<file path="config.mk">
export PLATFORM = sky130hd
export DESIGN_NAME = gtw_top
export DESIGN_NICKNAME = d
export VERILOG_FILES = /design/src/rtl/gtw_timer.sv /design/src/rtl/gtw_top.sv
export SDC_FILE = /design/constraint.sdc
export NUM_CORES = 1
export LEC_CHECK = 0
export ABC_AREA = 1
export ABC_CLOCK_PERIOD_IN_PS = 4400
export BUFFER_PORTS_ARGS = -buffer_cell sky130_fd_sc_hd__buf_4
export CELL_PAD_IN_SITES_DETAIL_PLACEMENT = 0
export CELL_PAD_IN_SITES_GLOBAL_PLACEMENT = 1
export CORE_MARGIN = 5
export CORE_UTILIZATION = 31
export DETAILED_ROUTE_END_ITERATION = 8
export PLACE_DENSITY = 0.63
export SYNTH_ARGS = -nofsm -noshare
export SYNTH_HDL_FRONTEND = slang
export SYNTH_SLANG_ARGS = --single-unit
</file>
<file path="constraint.sdc">
create_clock -name clk -period 4.4 [get_ports clk]
set_input_delay 0.22 -clock clk [delete_from_list [all_inputs] [get_ports clk]]
set_output_delay 0.22 -clock clk [all_outputs]
set_load 0.01 [all_outputs]
</file>
<file path="src/rtl/gtw_timer.sv">
`timescale 1ns/10ps
package gtw_pkg;
  // clock and prescaler base
  localparam int CLK_PERIOD_NS = 25;
  localparam int TICK_NS = 1000;
  localparam int CYC_PER_TICK = (TICK_NS + CLK_PERIOD_NS - 1) / CLK_PERIOD_NS;
  localparam int TICK_CNT_W = 6;
  // field widths
  localparam int RES_W = 4;
  localparam int CNT_W = 16;
  localparam int PRE_W = 15;
  // control register layout, bit 31 is big-endian bit 0
  localparam int KEY_LSB = 24;
  localparam int EN_BIT = 23;
  localparam int RES_LSB = 16;
  localparam int RELOAD_LSB = 0;
  // byte enables: lane 0:7 is reg_be[3]
  localparam int LANE_KEY = 3;
  localparam int LANE_CFG = 2;
  localparam int LANE_RLD_HI = 1;
  localparam int LANE_RLD_LO = 0;
  localparam logic [3:0] BE_KEY_ONLY = 4'h8;
  // key patterns
  localparam logic [7:0] KEY_ARM = 8'h55;
  localparam logic [7:0] KEY_FIRE = 8'haa;
  // register addresses
  localparam logic [1:0] ADDR_CTL1 = 2'h0;
  localparam logic [1:0] ADDR_STAT1 = 2'h1;
  localparam logic [1:0] ADDR_CTL2 = 2'h2;
  localparam logic [1:0] ADDR_STAT2 = 2'h3;
  // reset timing, seconds at chosen resolution
  localparam int T1_RESET_S = 8;
  localparam int T2_RESET_S = 16;
  localparam logic [3:0] T1_RESET_RES = 4'h7;
  localparam logic [3:0] T2_RESET_RES = 4'h8;
  localparam logic T_RESET_EN = 1'b1;
  localparam int T1_RESET_COUNT =
    T1_RESET_S * 1000000 / (1 << int'(T1_RESET_RES));
  localparam int T2_RESET_COUNT =
    T2_RESET_S * 1000000 / (1 << int'(T2_RESET_RES));
endpackage : gtw_pkg

////////////////////////////////////////////////////////////////////////////
module gtw_timer #(
  parameter logic [3:0] RESET_RES = 4'h0,
  parameter logic [15:0] RESET_COUNT = 16'h0001
) (
  // clock and reset
  input wire logic clk,
  input wire logic rst,
  // base tick, one per microsecond
  input wire logic tick,
  // load from the control register
  input wire logic load,
  input wire logic load_en,
  input wire logic [3:0] load_res,
  input wire logic [15:0] load_count,
  // state
  output logic enabled,
  output logic [3:0] res,
  output logic [15:0] count,
  output logic expired
);

  logic [gtw_pkg::PRE_W-1:0] pre;
  logic pre_wrap;
  logic step;

  function automatic logic [gtw_pkg::PRE_W-1:0] pre_limit(
    input logic [3:0] r
  );
    logic [gtw_pkg::PRE_W:0] one_hot;
    one_hot = '0;
    one_hot[r] = 1'b1;
    pre_limit = one_hot[gtw_pkg::PRE_W-1:0] - 15'h0001;
  endfunction : pre_limit

  assign pre_wrap = (pre == pre_limit(res));
  assign step = enabled && tick && pre_wrap && (count != 16'h0000) && !load;

  always_ff @(posedge clk) begin
    if (rst) begin
      enabled <= gtw_pkg::T_RESET_EN;
      res <= RESET_RES;
    end else if (load) begin
      enabled <= load_en;
      res <= load_res;
    end
  end

  // a load restarts the prescaler, but the microsecond base keeps its
  // phase, so expiry can land up to one microsecond early
  always_ff @(posedge clk) begin
    if (rst || load) begin
      pre <= '0;
    end else if (enabled && tick) begin
      pre <= pre_wrap ? '0 : pre + 15'h0001;
    end
  end

  always_ff @(posedge clk) begin
    if (rst) begin
      count <= RESET_COUNT;
    end else if (load) begin
      count <= load_count;
    end else if (step) begin
      count <= count - 16'h0001;
    end
  end

  always_ff @(posedge clk) begin
    if (rst) begin
      expired <= 1'b0;
    end else if (load) begin
      expired <= (load_count == 16'h0000);
    end else if (step) begin
      expired <= (count == 16'h0001);
    end
  end

endmodule : gtw_timer

</file>
<file path="src/rtl/gtw_top.sv">
// Functional notes
// - two identical timers, fully independent
// - reset loads eight and sixteen seconds
// - reload accepted at any moment
// - enabled timer decrements once per prescaler period
// - zero asserts expiry and holds count
// - prescaler power of two, 1 to 32768 us
// - expiry time is count times period, up to one microsecond early
// - control starts, stops, stores, reinitialises
// - status read returns live count
// - arm only with key lane alone, first pattern
// - arming write leaves timer untouched
// - second write needs key lane, second pattern
// - config lane picks bus or stored field
// - both reload lanes pick bus or stored
// - any following write to the same control register disarms
// - reads never disturb arming
`timescale 1ns/10ps
module gtw_top #(
  parameter logic [15:0] T1_COUNT = 16'(gtw_pkg::T1_RESET_COUNT),
  parameter logic [15:0] T2_COUNT = 16'(gtw_pkg::T2_RESET_COUNT)
) (
  // clock and reset
  input wire logic clk,
  input wire logic rst,
  // control register space
  input wire logic reg_req,
  input wire logic reg_wr,
  input wire logic [1:0] reg_addr,
  input wire logic [3:0] reg_be,
  input wire logic [31:0] reg_wdata,
  output logic reg_ack,
  output logic [31:0] reg_rdata,
  // expiry outputs
  output logic first_guard_timer_expired,
  output logic second_guard_timer_expired
);

  localparam logic [3:0] RESET_RES [2] =
    '{gtw_pkg::T1_RESET_RES, gtw_pkg::T2_RESET_RES};
  localparam logic [15:0] RESET_COUNT [2] = '{T1_COUNT, T2_COUNT};

  logic [gtw_pkg::TICK_CNT_W-1:0] tick_cnt;
  logic tick;
  logic [7:0] key;
  logic cfg_lane;
  logic rld_lanes;
  logic [1:0] wr_ctl;
  logic [1:0] arm_ok;
  logic [1:0] fire;
  logic [1:0] armed;
  logic [1:0] en_field;
  logic [3:0] res_field [2];
  logic [15:0] reload_field [2];
  logic [1:0] tload;
  logic [1:0] ld_en;
  logic [3:0] ld_res [2];
  logic [15:0] ld_cnt [2];
  logic [1:0] tmr_en;
  logic [3:0] tmr_res [2];
  logic [15:0] count [2];
  logic [1:0] expired;

  function automatic logic [1:0] ctl_addr(input int idx);
    ctl_addr = (idx == 0) ? gtw_pkg::ADDR_CTL1 : gtw_pkg::ADDR_CTL2;
  endfunction : ctl_addr

  function automatic logic [31:0] ctl_word(
    input logic en,
    input logic [3:0] r,
    input logic [15:0] rl
  );
    ctl_word = '0;
    ctl_word[gtw_pkg::EN_BIT] = en;
    ctl_word[gtw_pkg::RES_LSB +: gtw_pkg::RES_W] = r;
    ctl_word[gtw_pkg::RELOAD_LSB +: gtw_pkg::CNT_W] = rl;
  endfunction : ctl_word

  ////////////////////////////////////////////////////////////////////////////
  // microsecond base shared by both prescalers

  always_ff @(posedge clk) begin
    if (rst) begin
      tick_cnt <= '0;
      tick <= 1'b0;
    end else if (tick_cnt == 6'(gtw_pkg::CYC_PER_TICK - 1)) begin
      tick_cnt <= '0;
      tick <= 1'b1;
    end else begin
      tick_cnt <= tick_cnt + 6'h01;
      tick <= 1'b0;
    end
  end

  ////////////////////////////////////////////////////////////////////////////
  // key decode

  assign key = reg_wdata[gtw_pkg::KEY_LSB +: 8];
  assign cfg_lane = reg_be[gtw_pkg::LANE_CFG];
  assign rld_lanes = reg_be[gtw_pkg::LANE_RLD_HI] &&
                     reg_be[gtw_pkg::LANE_RLD_LO];

  always_comb begin
    for (int i = 0; i < 2; i++) begin
      wr_ctl[i] = reg_req && reg_wr && (reg_addr == ctl_addr(i));
      arm_ok[i] = wr_ctl[i] && !armed[i] &&
                  (reg_be == gtw_pkg::BE_KEY_ONLY) &&
                  (key == gtw_pkg::KEY_ARM);
      fire[i] = wr_ctl[i] && armed[i] && reg_be[gtw_pkg::LANE_KEY] &&
                (key == gtw_pkg::KEY_FIRE);
    end
  end

  // every valid second write reloads the timer in some form
  always_comb begin
    for (int i = 0; i < 2; i++) begin
      tload[i] = fire[i];
      ld_en[i] = cfg_lane ? reg_wdata[gtw_pkg::EN_BIT] : en_field[i];
      ld_res[i] = cfg_lane ?
        reg_wdata[gtw_pkg::RES_LSB +: gtw_pkg::RES_W] : res_field[i];
      ld_cnt[i] = rld_lanes ?
        reg_wdata[gtw_pkg::RELOAD_LSB +: gtw_pkg::CNT_W] :
        reload_field[i];
    end
  end

  ////////////////////////////////////////////////////////////////////////////
  // arming state; reads never reach it

  always_ff @(posedge clk) begin
    if (rst) begin
      armed <= 2'b00;
    end else begin
      for (int i = 0; i < 2; i++) begin
        if (wr_ctl[i]) begin
          armed[i] <= armed[i] ? 1'b0 : arm_ok[i];
        end
      end
    end
  end

  ////////////////////////////////////////////////////////////////////////////
  // stored fields of the control registers

  always_ff @(posedge clk) begin
    if (rst) begin
      for (int i = 0; i < 2; i++) begin
        en_field[i] <= gtw_pkg::T_RESET_EN;
        res_field[i] <= RESET_RES[i];
      end
    end else begin
      for (int i = 0; i < 2; i++) begin
        if (fire[i] && cfg_lane) begin
          en_field[i] <= reg_wdata[gtw_pkg::EN_BIT];
          res_field[i] <=
            reg_wdata[gtw_pkg::RES_LSB +: gtw_pkg::RES_W];
        end
      end
    end
  end

  // a partial reload write would otherwise tear the 16-bit value
  always_ff @(posedge clk) begin
    if (rst) begin
      for (int i = 0; i < 2; i++) begin
        reload_field[i] <= RESET_COUNT[i];
      end
    end else begin
      for (int i = 0; i < 2; i++) begin
        if (fire[i] && rld_lanes) begin
          reload_field[i] <=
            reg_wdata[gtw_pkg::RELOAD_LSB +: gtw_pkg::CNT_W];
        end
      end
    end
  end

  ////////////////////////////////////////////////////////////////////////////
  // timers

  for (genvar g = 0; g < 2; g++) begin : g_timer
    gtw_timer #(
      .RESET_RES(RESET_RES[g]),
      .RESET_COUNT(RESET_COUNT[g])
    ) u_timer (
      .clk(clk),
      .rst(rst),
      .tick(tick),
      .load(tload[g]),
      .load_en(ld_en[g]),
      .load_res(ld_res[g]),
      .load_count(ld_cnt[g]),
      .enabled(tmr_en[g]),
      .res(tmr_res[g]),
      .count(count[g]),
      .expired(expired[g])
    );
  end

  assign first_guard_timer_expired = expired[0];
  assign second_guard_timer_expired = expired[1];

  ////////////////////////////////////////////////////////////////////////////
  // read and acknowledge, one cycle after the request

  always_ff @(posedge clk) begin
    if (rst) begin
      reg_ack <= 1'b0;
      reg_rdata <= '0;
    end else begin
      reg_ack <= reg_req;
      if (reg_req && !reg_wr) begin
        case (reg_addr)
          gtw_pkg::ADDR_CTL1:
            reg_rdata <= ctl_word(en_field[0], res_field[0], reload_field[0]);
          gtw_pkg::ADDR_STAT1: reg_rdata <= {16'h0000, count[0]};
          gtw_pkg::ADDR_CTL2:
            reg_rdata <= ctl_word(en_field[1], res_field[1], reload_field[1]);
          gtw_pkg::ADDR_STAT2: reg_rdata <= {16'h0000, count[1]};
          default: reg_rdata <= '0;
        endcase
      end else begin
        reg_rdata <= '0;
      end
    end
  end

  for (genvar g = 0; g < 2; g++) begin : g_chk

  end
endmodule : gtw_top

</file>
# Yosys cells after proc, flatten, opt, wreduce, memory -nomap -nowiden
# Memories as Yosys holds them, arrays and structs flattened.
# Cells that the tools add are included.
# totals
ff_bits	118
mem_bits_rw	40
inputBits	42
out_inout_bits	35
elab_cells	136
n_memories	2
# classes
addsub	7
magnitude_cmp	4
eq_ne	11
n_mux	42
bitwise_logic	5
n_reduce_logical	47
# memory_table
name	depth	width	rd	rd_ports_with_merged_regs	write_ports	line	text
reload_field	2	16	2	0	2	gtw_top.sv:54	logic [15:0] reload_field [2];
res_field	2	4	2	0	2	gtw_top.sv:53	logic [3:0] res_field [2];
# op_table
cell	n
$mux 16	8
$pmux 32 s4	1
$eq 16x1->1 const B	2
$logic_not 16->1	2
$reduce_bool 16->1	2
$sub 16x1->16 const B	2
$logic_and 1x1->1	31
$add 15x1->15 const B	2
$eq 15x15->1	2
$mux 15	2
$sub 15x1->15 const B	2
$mux 1	25
$mux 4	4
$lt 4x5->1 const B	2
$demux 1 s4	2
$eq 8x7->1 const B	1
$eq 8x8->1 const B	1
$ge 4x1->1 const B	2
$add 6x1->6 const B	1
$eq 6x6->1 const B	1
$logic_not 1->1	5
$eq 2x2->1 const B	2
$eq 4x4->1 const B	1
$or 1x1->1	4
other kinds (6)	9

# Depth between registers and ports, before layout
# Gate-level depths: netlist of run 1.
# depth
ltp_word	11
ltp_mapped	20

# By module
# A second synthesis of run 1 with hierarchy kept.
# unflattened
hier_cells	1285
area_unflattened_um2	9082.5
# modules_own_cells
mod	n_inst	cells_each	area_per_inst_um2
gtw_top	1	433	3560.9
gtw_timer at g_timer[0].u_timer	1	426	2761.4
gtw_timer at g_timer[1].u_timer	1	426	2760.1

# Least setup slack after synthesis of run 1
# OpenSTA, ideal clock, no wires.
# synth_path
path_kind	input to register
start	input port reg_wdata[28]
end	memory reload_field[0][0] (enable)
setup_time_ns	0.411
arrival_ns	2.110
t_required_ns	3.989
path_slack_ns	1.879
path_stages	6
n_path_buf	1
path_cell_list	nor2_1 > nand3_1 > nor2_1 > nand3_1 > clkbuf_1 > o21ai_0
# synth_rtl
element	line	text
from (decl)	gtw_top.sv:31	input wire logic [31:0] reg_wdata,
to (decl)	gtw_top.sv:54	

# Worst setup path in the final report of run 1
# layout_path
start	register g_timer[0].u_timer.res[3] (read register of res_field)
end	register g_timer[0].u_timer.count[12]
# layout_between
elab_chain_len	10
word_cells_on_any_way	11
classes_between	1 x add/sub; 2 x order compare; 1 x eq/ne; 2 x mux; 5 x reduce/logical
# layout_rtl
element	line	text
from (decl)	gtw_timer.sv:60	output logic [3:0] res,
$lt 4x5->1 (not written as such) or $ge 4x1->1 (tied branches)	gtw_timer.sv:74	one_hot[r] = 1'b1;
$logic_and 1x1->1 (not written as such)	gtw_timer.sv:74	
$mux 1 (not written as such)	gtw_timer.sv:74	
$demux 1 s4 *	-	
$sub 15x1->15 *	gtw_timer.sv:75	pre_limit = one_hot[gtw_pkg::PRE_W-1:0] - 15'h0001;
$eq 15x15->1 *	gtw_timer.sv:78	assign pre_wrap = (pre == pre_limit(res));
$logic_and 1x1->1 * (3 in a row)	gtw_timer.sv:79	assign step = enabled && tick && pre_wrap && (count != 16'h0000) && !load;
$reduce_bool 2->1 (no source line) *	-	
to (signal assigned)	gtw_timer.sv:105	count <= load_count;
to (signal assigned)	gtw_timer.sv:107	count <= count - 16'h0001;
to (decl)	gtw_timer.sv:61	output logic [15:0] count,
# Mark *: on every way between the ends. The rest lies on a longest branch, timed or not.
# A chain may end at the register's enable or synchronous reset.

==> results_dict.tcl, run 1 <==
set metrics [dict create \
    synthCells 1310 \
    post_synthesis_cell_type_count 45 \
    timing.critical_path.arrival_ps 3440 \
    maximum_number_of_pins_on_one_net_before_global_route_repair 35 \
    cap_viol_max_count 0 \
    die_width_um 178 \
    timing.hold.worst_endpoint "reg_ack" \
    timing_hold_violations_final 0 \
    cts.clk_slew.worst_paths_ps 70 \
    run_status "finished clean" \
    area_growth_syn_to_layout_pct 15.0 \
    worst_r2r_setup_slack_ps 1240 \
    sequential_cell_area_um2 3340 \
    compound_gate_fraction_of_synth_area_pct 11.2 \
    final_nets 1416 \
    via_count 8594 \
    global_placement_routability_congestion 0.870 \
    die_area_um2 31800 \
    slew_violations 0 \
    hold_path_class "in -> reg" \
    fillCellCount 3061 \
    routed_wire_length_per_instance_um 16.5 \
    placement_rows 61 \
    number_of_register_bits_inferred_by_synthesis 147 \
    measured_slew_at_the_worst_slew_check_pin_ps 881 \
    synth_top_family_by_area "simple AND/OR/NAND/NOR gates" \
    layout_cells_sized_above_1_pct 10.7 \
    clk_root_buffer_cell "clkbuf_16" \
    die_y_um 178 \
    ff2ff_path_depth 18 \
    cell_area_after_technology_mapping_um2 8790 \
    post_cts_buffers 0 \
    grt_first_pass_wirelength_um 45200 \
    clk_path_buf_depth 2 \
    cts_tree "yes" \
    dp_hpwl_um 22100 \
    detailedRoute.firstPassIterationCount 5 \
    synth_area_per_cell_um2 6.71 \
    via_count_of_the_first_global_routing_pass 8218 \
    endpoint_kind "flip-flop" \
    synth_adder_area_share_pct 1.28 \
    placedInstanceArea_um2 9590 \
    power.ir.vdd_worst_uv 251 \
    yosysSeqAreaShare_pct 38.0 \
    antenna_cells_inserted 0 \
    worst_slew_margin_rel_pct 41.1 \
    synth_enable_flop_cells 40 \
    report.final.setup_viol 0 \
    total_drc_errors_in_the_routed_layout 0 \
    placement.io_buffers 62 \
    worst_r2r_startpoint "g_timer[0].u_timer.res[3]" \
    antenna_found_initial 0 \
    post_synth_xor_area_fraction_pct 3.29 \
    hold-path-cell-count 3 \
    number_of_buffers_inserted_during_clock_tree_synthesis 17 \
    core_area_um2 27900 \
    ys_warn_count 0 \
    fin_crit_ps 3160 \
    insertion_delay_ps 440 \
    number_of_routed_nets_with_antenna_violations 0 \
    synth.mux.area_fraction_pct 0 \
    tritoncts_num_sinks 147 \
    drt_wl_total_um 28900 \
    static-leakage-power_nw 4.35 \
    fin_setup_tns_ps 0 \
    grt_use_total_pct 18.3 \
    multi_input_area_um2 4680 \
    async_flop_share_pct 0 \
    detail_route.vias_per_cell 4.89 \
    final_cell_area_um2 10100 \
    global_route.overflow_total 0 \
    clock_tree.htree_level_count 4 \
    worst_setup_path_start_kind "flip-flop" \
    grt_setup_unrepaired "false" \
    power_density_nw_per_um2 289 \
    worstReg2RegEnd "g_timer[0].u_timer.count[12]" \
    synth-simple-area-share_pct 36.9 \
    crit_required_ps 4680 \
    initial_utilization_pct 31.6 \
    fin_clk_skew_ps 19.8 \
    first_iter_violations 504 \
    final.period_utilization_pct 71.8 \
    maxClockFrequency_ghz 0.316 \
    worstHoldStart "reg_req" \
    maximum_fanout_along_the_worst_path 10 \
    ios 77 \
    post_cts.resized_instances 0 \
    cts.hold.buffers_added 0 \
    worst_setup_path_type "reg -> reg" \
    dominantRegCellSynth "dfxtp_1" \
]
[synthesized netlist by cell type, types with 14 or more instances]
master / count / area (um^2)
a221oi_1: 20 / 175
inv_1: 133 / 499
clkbuf_1: 20 / 75.1
nor4_1: 14 / 87.6
nor3_1: 20 / 100
edfxtp_1: 40 / 1200
a21oi_1: 54 / 270
xor2_1: 24 / 210
nand3_1: 97 / 485
nand2_1: 385 / 1450
dfxtp_1: 107 / 2140
nand4_1: 16 / 100
o21ai_0: 57 / 285
nor2_1: 177 / 664
buf_4: 16 / 120
[cells by family (layout without fill, tap and decap cells)]
kind of cell,after synthesis,in the layout
simple gates,756,756
buf+inv,195,253
compound gates,169,169
flops,147,147
xor+xnor,33,33
fa+ha+maj,9,9
other cells,1,11
[through the flow]
stage | hold slack [ps] | power, mW | worst slack (ps) | instances | util [%]
finish | 38.6 | 2.92 | 1240 | 1756 | 36.3
floorplan | 345 | 1.54 | 1880 | 1320 | -
detailed placement | 450 | 1.62 | 1270 | 1724 | 34.4
global route | 52.1 | 3.04 | 913 | 1756 | 36.3
global placement | 448 | 1.62 | 1300 | 1724 | 34.4
CTS | 26.7 | 2.96 | 1260 | 1756 | 36.3
[cell type report]
cell class / instances / area share, %
Sequential cell: 147 / 33.1
Clock buffer: 19 / 4.28
Tap cell: 378 / 4.68
Clock inverter: 13 / 0.829
Inverter: 149 / 5.53
Timing Repair Buffer: 72 / 5.35
Multi-Input combinational cell: 978 / 46.3
[worst max path at each step]
stage	cells past startpoint	startpoint	endpoint
global route	18	g_timer[0].u_timer.res[3]	g_timer[0].u_timer.count[15]
detailed placement	18	g_timer[0].u_timer.res[3]	g_timer[0].u_timer.count[14]
CTS	18	g_timer[0].u_timer.res[3]	g_timer[0].u_timer.count[14]
global placement	16	g_timer[1].u_timer.res[3]	g_timer[1].u_timer.expired
finish	18	g_timer[0].u_timer.res[3]	g_timer[0].u_timer.count[12]
floorplan	6	reg_wdata[28]	reload_field[0][0]
[power by group]
group | switching (mW) | leakage (nW) | internal (mW) | total, mW
Sequential | 0.00678 | 1.21 | 1.40 | 1.41
Clock | 0.617 | 0.262 | 0.719 | 1.34
Combinational | 0.123 | 2.87 | 0.0568 | 0.180
[sequential cells by signal, indices dropped and copies added, names as in the netlist, 6 cells and up]
signal	flops
tick_cnt	6
g_timer.u_timer.pre	30
g_timer.u_timer.res	8
reg_rdata	21
reload_field	32
g_timer.u_timer.count	32
res_field	8
[cells in the final DEF, fill, tap and decap left out, types with 4 or more instances in the layout]
| cell type | netlist | routed |
|---|---|---|
| a21oi_1 | 54 | 54 |
| a221oi_1 | 20 | 20 |
| a31oi_1 | 10 | 10 |
| a32oi_1 | 4 | 4 |
| buf_4 | 16 | 72 |
| clkbuf_16 | 0 | 17 |
| clkinv_2 | 0 | 5 |
| conb_1 | 1 | 11 |
| dfxtp_1 | 107 | 107 |
| edfxtp_1 | 40 | 40 |
| ha_1 | 9 | 9 |
| inv_1 | 133 | 133 |
| inv_2 | 13 | 13 |
| inv_4 | 0 | 4 |
| nand2_1 | 385 | 385 |
| nand3_1 | 97 | 97 |
| nand3b_1 | 4 | 4 |
| nand4_1 | 16 | 16 |
| nor2_1 | 177 | 176 |
| nor2_2 | 9 | 10 |
| nor2_4 | 5 | 5 |
| nor3_1 | 20 | 20 |
| nor3b_1 | 9 | 9 |
| nor4_1 | 14 | 14 |
| o21ai_0 | 57 | 55 |
| o21ai_1 | 8 | 10 |
| o22ai_1 | 6 | 6 |
| or2_2 | 7 | 7 |
| xnor2_1 | 9 | 9 |
| xor2_1 | 24 | 24 |
[layer usage]
metal	wire [um]	vias to the layer above	track usage, %	part of all wire, %
li1	-	4364	-	-
met1	13700	4009	25.2	47
met2	13600	200	30.5	47
met3	1180	21	2.50	4.1
met4	363	0	4.45	1.3
met5	0	-	0	0
[critical path, cell delays in order, from the launching register on]
cell and delay (ps):
dfxtp_1 540, inv_2 160, nand2_1 140, inv_1 60, nand2_1 90, ha_1 360, inv_1 150, a21oi_2 220
nand2_1 130, nand2_1 100, nand2_1 50, nand2_1 120, nand3_1 120, nor2_2 210, nand3_2 130, nand2_4 170
inv_2 120, nand2_1 70, nand3_1 60
Note: power is estimated with default switching activity, not from simulation.
==> inputs of run 2 (changes only) <==
--- a/config.mk
+++ b/config.mk
@@ -6,7 +6,7 @@
 export NUM_CORES = 1
 export LEC_CHECK = 0
 export ABC_AREA = 1
-export ABC_CLOCK_PERIOD_IN_PS = 4400
+export ABC_CLOCK_PERIOD_IN_PS = 2970
 export BUFFER_PORTS_ARGS = -buffer_cell sky130_fd_sc_hd__buf_4
 export CELL_PAD_IN_SITES_DETAIL_PLACEMENT = 0
 export CELL_PAD_IN_SITES_GLOBAL_PLACEMENT = 1
==> constraint.sdc (replaced) <==
create_clock -name clk -period 2.97 [get_ports clk]
set_input_delay 0.1485 -clock clk [delete_from_list [all_inputs] [get_ports clk]]
set_output_delay 0.1485 -clock clk [all_outputs]
set_load 0.01 [all_outputs]
==> results_dict.tcl, run 2 (same netlist as run 1, synthesis figures left out) <==
set metrics [dict create \
    antenna_cells_inserted 0 \
    maximum_number_of_pins_on_one_net_before_global_route_repair 41 \
    grt_setup_unrepaired "true" \
    final_nets 1436 \
    critPathSlowestCell "dfxtp_1" \
    fin_setup_tns_ps 0 \
    report.final.setup_viol 0 \
    detail_route.vias_per_cell 4.83 \
    timing.critical_path.buf_inv 1 \
    cpMostUsedCell "nand2_1" \
    global_route.overflow_total 0 \
    area_growth_syn_to_layout_pct 17.9 \
    power_density_nw_per_um2 433 \
    fin_crit_ps 2650 \
    final.period_utilization_pct 89.1 \
    crit_required_ps 3270 \
    finalHoldWorstSlack_ps 20.3 \
    biggestRegsByFlops "g_timer.u_timer.count: 32 flops, reload_field: 32 flops, g_timer.u_timer.pre: 30 flops" \
    routed_wire_length_per_instance_um 16.2 \
    die_area_um2 31800 \
    slew_violations 0 \
    antenna_found_initial 0 \
    cts.clk_slew.worst_paths_ps 70 \
    critPathLaunch "g_timer[0].u_timer.res[1]" \
    ios 77 \
    initial_utilization_pct 31.6 \
    total_power_mw 4.49 \
    grt.met2_usage_pct 29.9 \
    clk_root_buffer_cell "clkbuf_16" \
    total_drc_errors_in_the_routed_layout 0 \
    placement.io_buffers 62 \
    insertion_delay_ps 430 \
    final_cell_mix "385 x nand2_1, 175 x nor2_1, 133 x inv_1" \
    measured_slew_at_the_worst_slew_check_pin_ps 897 \
    layout_cells_sized_above_1_pct 11.9 \
    placement_rows 61 \
    maxClockFrequency_ghz 0.378 \
    met3_usage_pct 2.80 \
    number_of_buffers_inserted_during_clock_tree_synthesis 17 \
    fin_clk_skew_ps 16.3 \
    global_route.peak_usage_layer "met2" \
    grt_use_total_pct 18.2 \
    static-leakage-power_nw 4.47 \
    clock_tree.htree_level_count 4 \
    globalRouteMet1Util_pct 24.9 \
    cap_viol_max_count 0 \
    timing.critical_path.arrival_ps 2940 \
    core_area_um2 27900 \
    ff2ff_path_depth 17 \
    power.ir.vdd_worst_uv 323 \
    tritoncts_num_sinks 147 \
    timing_hold_violations_final 0 \
    leading_cell_type_in_the_layout_fill_and_taps_excluded "nand2_1" \
    cts_tree "yes" \
    die_y_um 178 \
    worstHoldStart "reg_wdata[2]" \
    grt_first_pass_wirelength_um 45100 \
    die_width_um 178 \
    worst_r2r_startpoint "g_timer[0].u_timer.res[1]" \
    drt_wl_total_um 28800 \
    via_count 8573 \
    worst_slew_margin_rel_pct 40.0 \
    timing.hold.worst_endpoint "reload_field[0][18]" \
    endpoint_kind "flip-flop" \
    worst_setup_path_start_kind "flip-flop" \
    clk_path_buf_depth 2 \
    run_status "finished clean" \
    detailedRoute.firstPassIterationCount 6 \
    crit_path_cell_trace "nor2_1 > nand2_1 > inv_1 > nand2_1 > ha_1 > xor2_1 > nand2_1 > nor2_1 > nand2_1 > nor2_1 > nand3_1 > nor2_1 > nand4_2 > nand2_4 > nand2_1 > o21ai_1 > nand2_1" \
    crit_path_max_incr_delay_ps 360 \
    worst_path_dominant_cell_family "simple AND/OR/NAND/NOR gates" \
    final_core_utilization_pct 37.2 \
    worst_setup_path_type "reg -> reg" \
    dp_hpwl_um 22000 \
    hold_path_class "in -> reg" \
    global_placement_routability_congestion 0.860 \
    hold-path-cell-count 2 \
    worstReg2RegEnd "g_timer[0].u_timer.count[10]" \
    worst_r2r_setup_slack_ps 320 \
    maximum_fanout_along_the_worst_path 9 \
    via_count_of_the_first_global_routing_pass 8233 \
    first_iter_violations 653 \
    number_of_routed_nets_with_antenna_violations 0 \
]
## run 2: cell count changes in the layout (fill, tap and decap cells not counted), moves of 2 or more
cell	before	now
buf_4	72	88
clkbuf_16	17	19
clkbuf_8	0	2
clkinv_2	5	2
dlygate4sd3_1	0	3
inv_4	4	1
## run 2: per-stage QoR
step	worst slack (ps)	instance area, um^2	std cells
after CTS	247	10300	1775
after detailed placement	255	9720	1740
after global placement	218	9720	1740
after floorplan	520	8830	1320
final	325	10400	1776
after global routing	-2.66	10400	1776
## run 2: worst register-to-register path: cells and delay by family (launching register included)
family	cells	cell delay, ps
DFF	1	360
buffers and inverters	1	110
AOI/OAI and AO/OA	1	70
adders and majority gates	1	290
and+or+nand+nor	13	1500
xor gates and xnor gates	1	190
## run 2: where the power goes
part | switching, mW | internal (mW)
Sequential | 0.00992 | 2.08
Clock | 0.910 | 1.22
Combinational | 0.185 | 0.0900
Total | 1.10 | 3.39
## run 2: worst max path at each step
stage,depth (start not counted),end,slack [ps]
3_5_place_dp,18,g_timer[0].u_timer.count[5],260
4_1_cts,17,g_timer[0].u_timer.pre[11],250
5_1_grt,18,g_timer[1].u_timer.expired,-3
2_1_floorplan,6,reload_field[0][0],520
3_3_place_gp,17,g_timer[0].u_timer.count[5],220
6_report,17,g_timer[0].u_timer.count[10],320
## run 2: final cells by class
type                    instances  area, um^2
flip-flops and latches        147        3340
repair buffers                 92         711
clock inverters                 9        66.3
clock buffers                  23         510
multi-input cells             978        4700
well taps                     378         473
fillers                      3035       17500
inverters                     149         559
## run 2: routing by layer
layer | wire, um | part of all wire [%]
met3 | 1300 | 4.5
met1 | 13700 | 48
met5 | 0 | 0
met4 | 570 | 2.0
met2 | 13100 | 46
## run 2: timing repair
action	in CTS	in global routing
endpoints found under the setup margin	0	18
buffers inserted	0	1
resized for setup	0	5
hold buffers	3	0
hold endpoints to repair	4	0
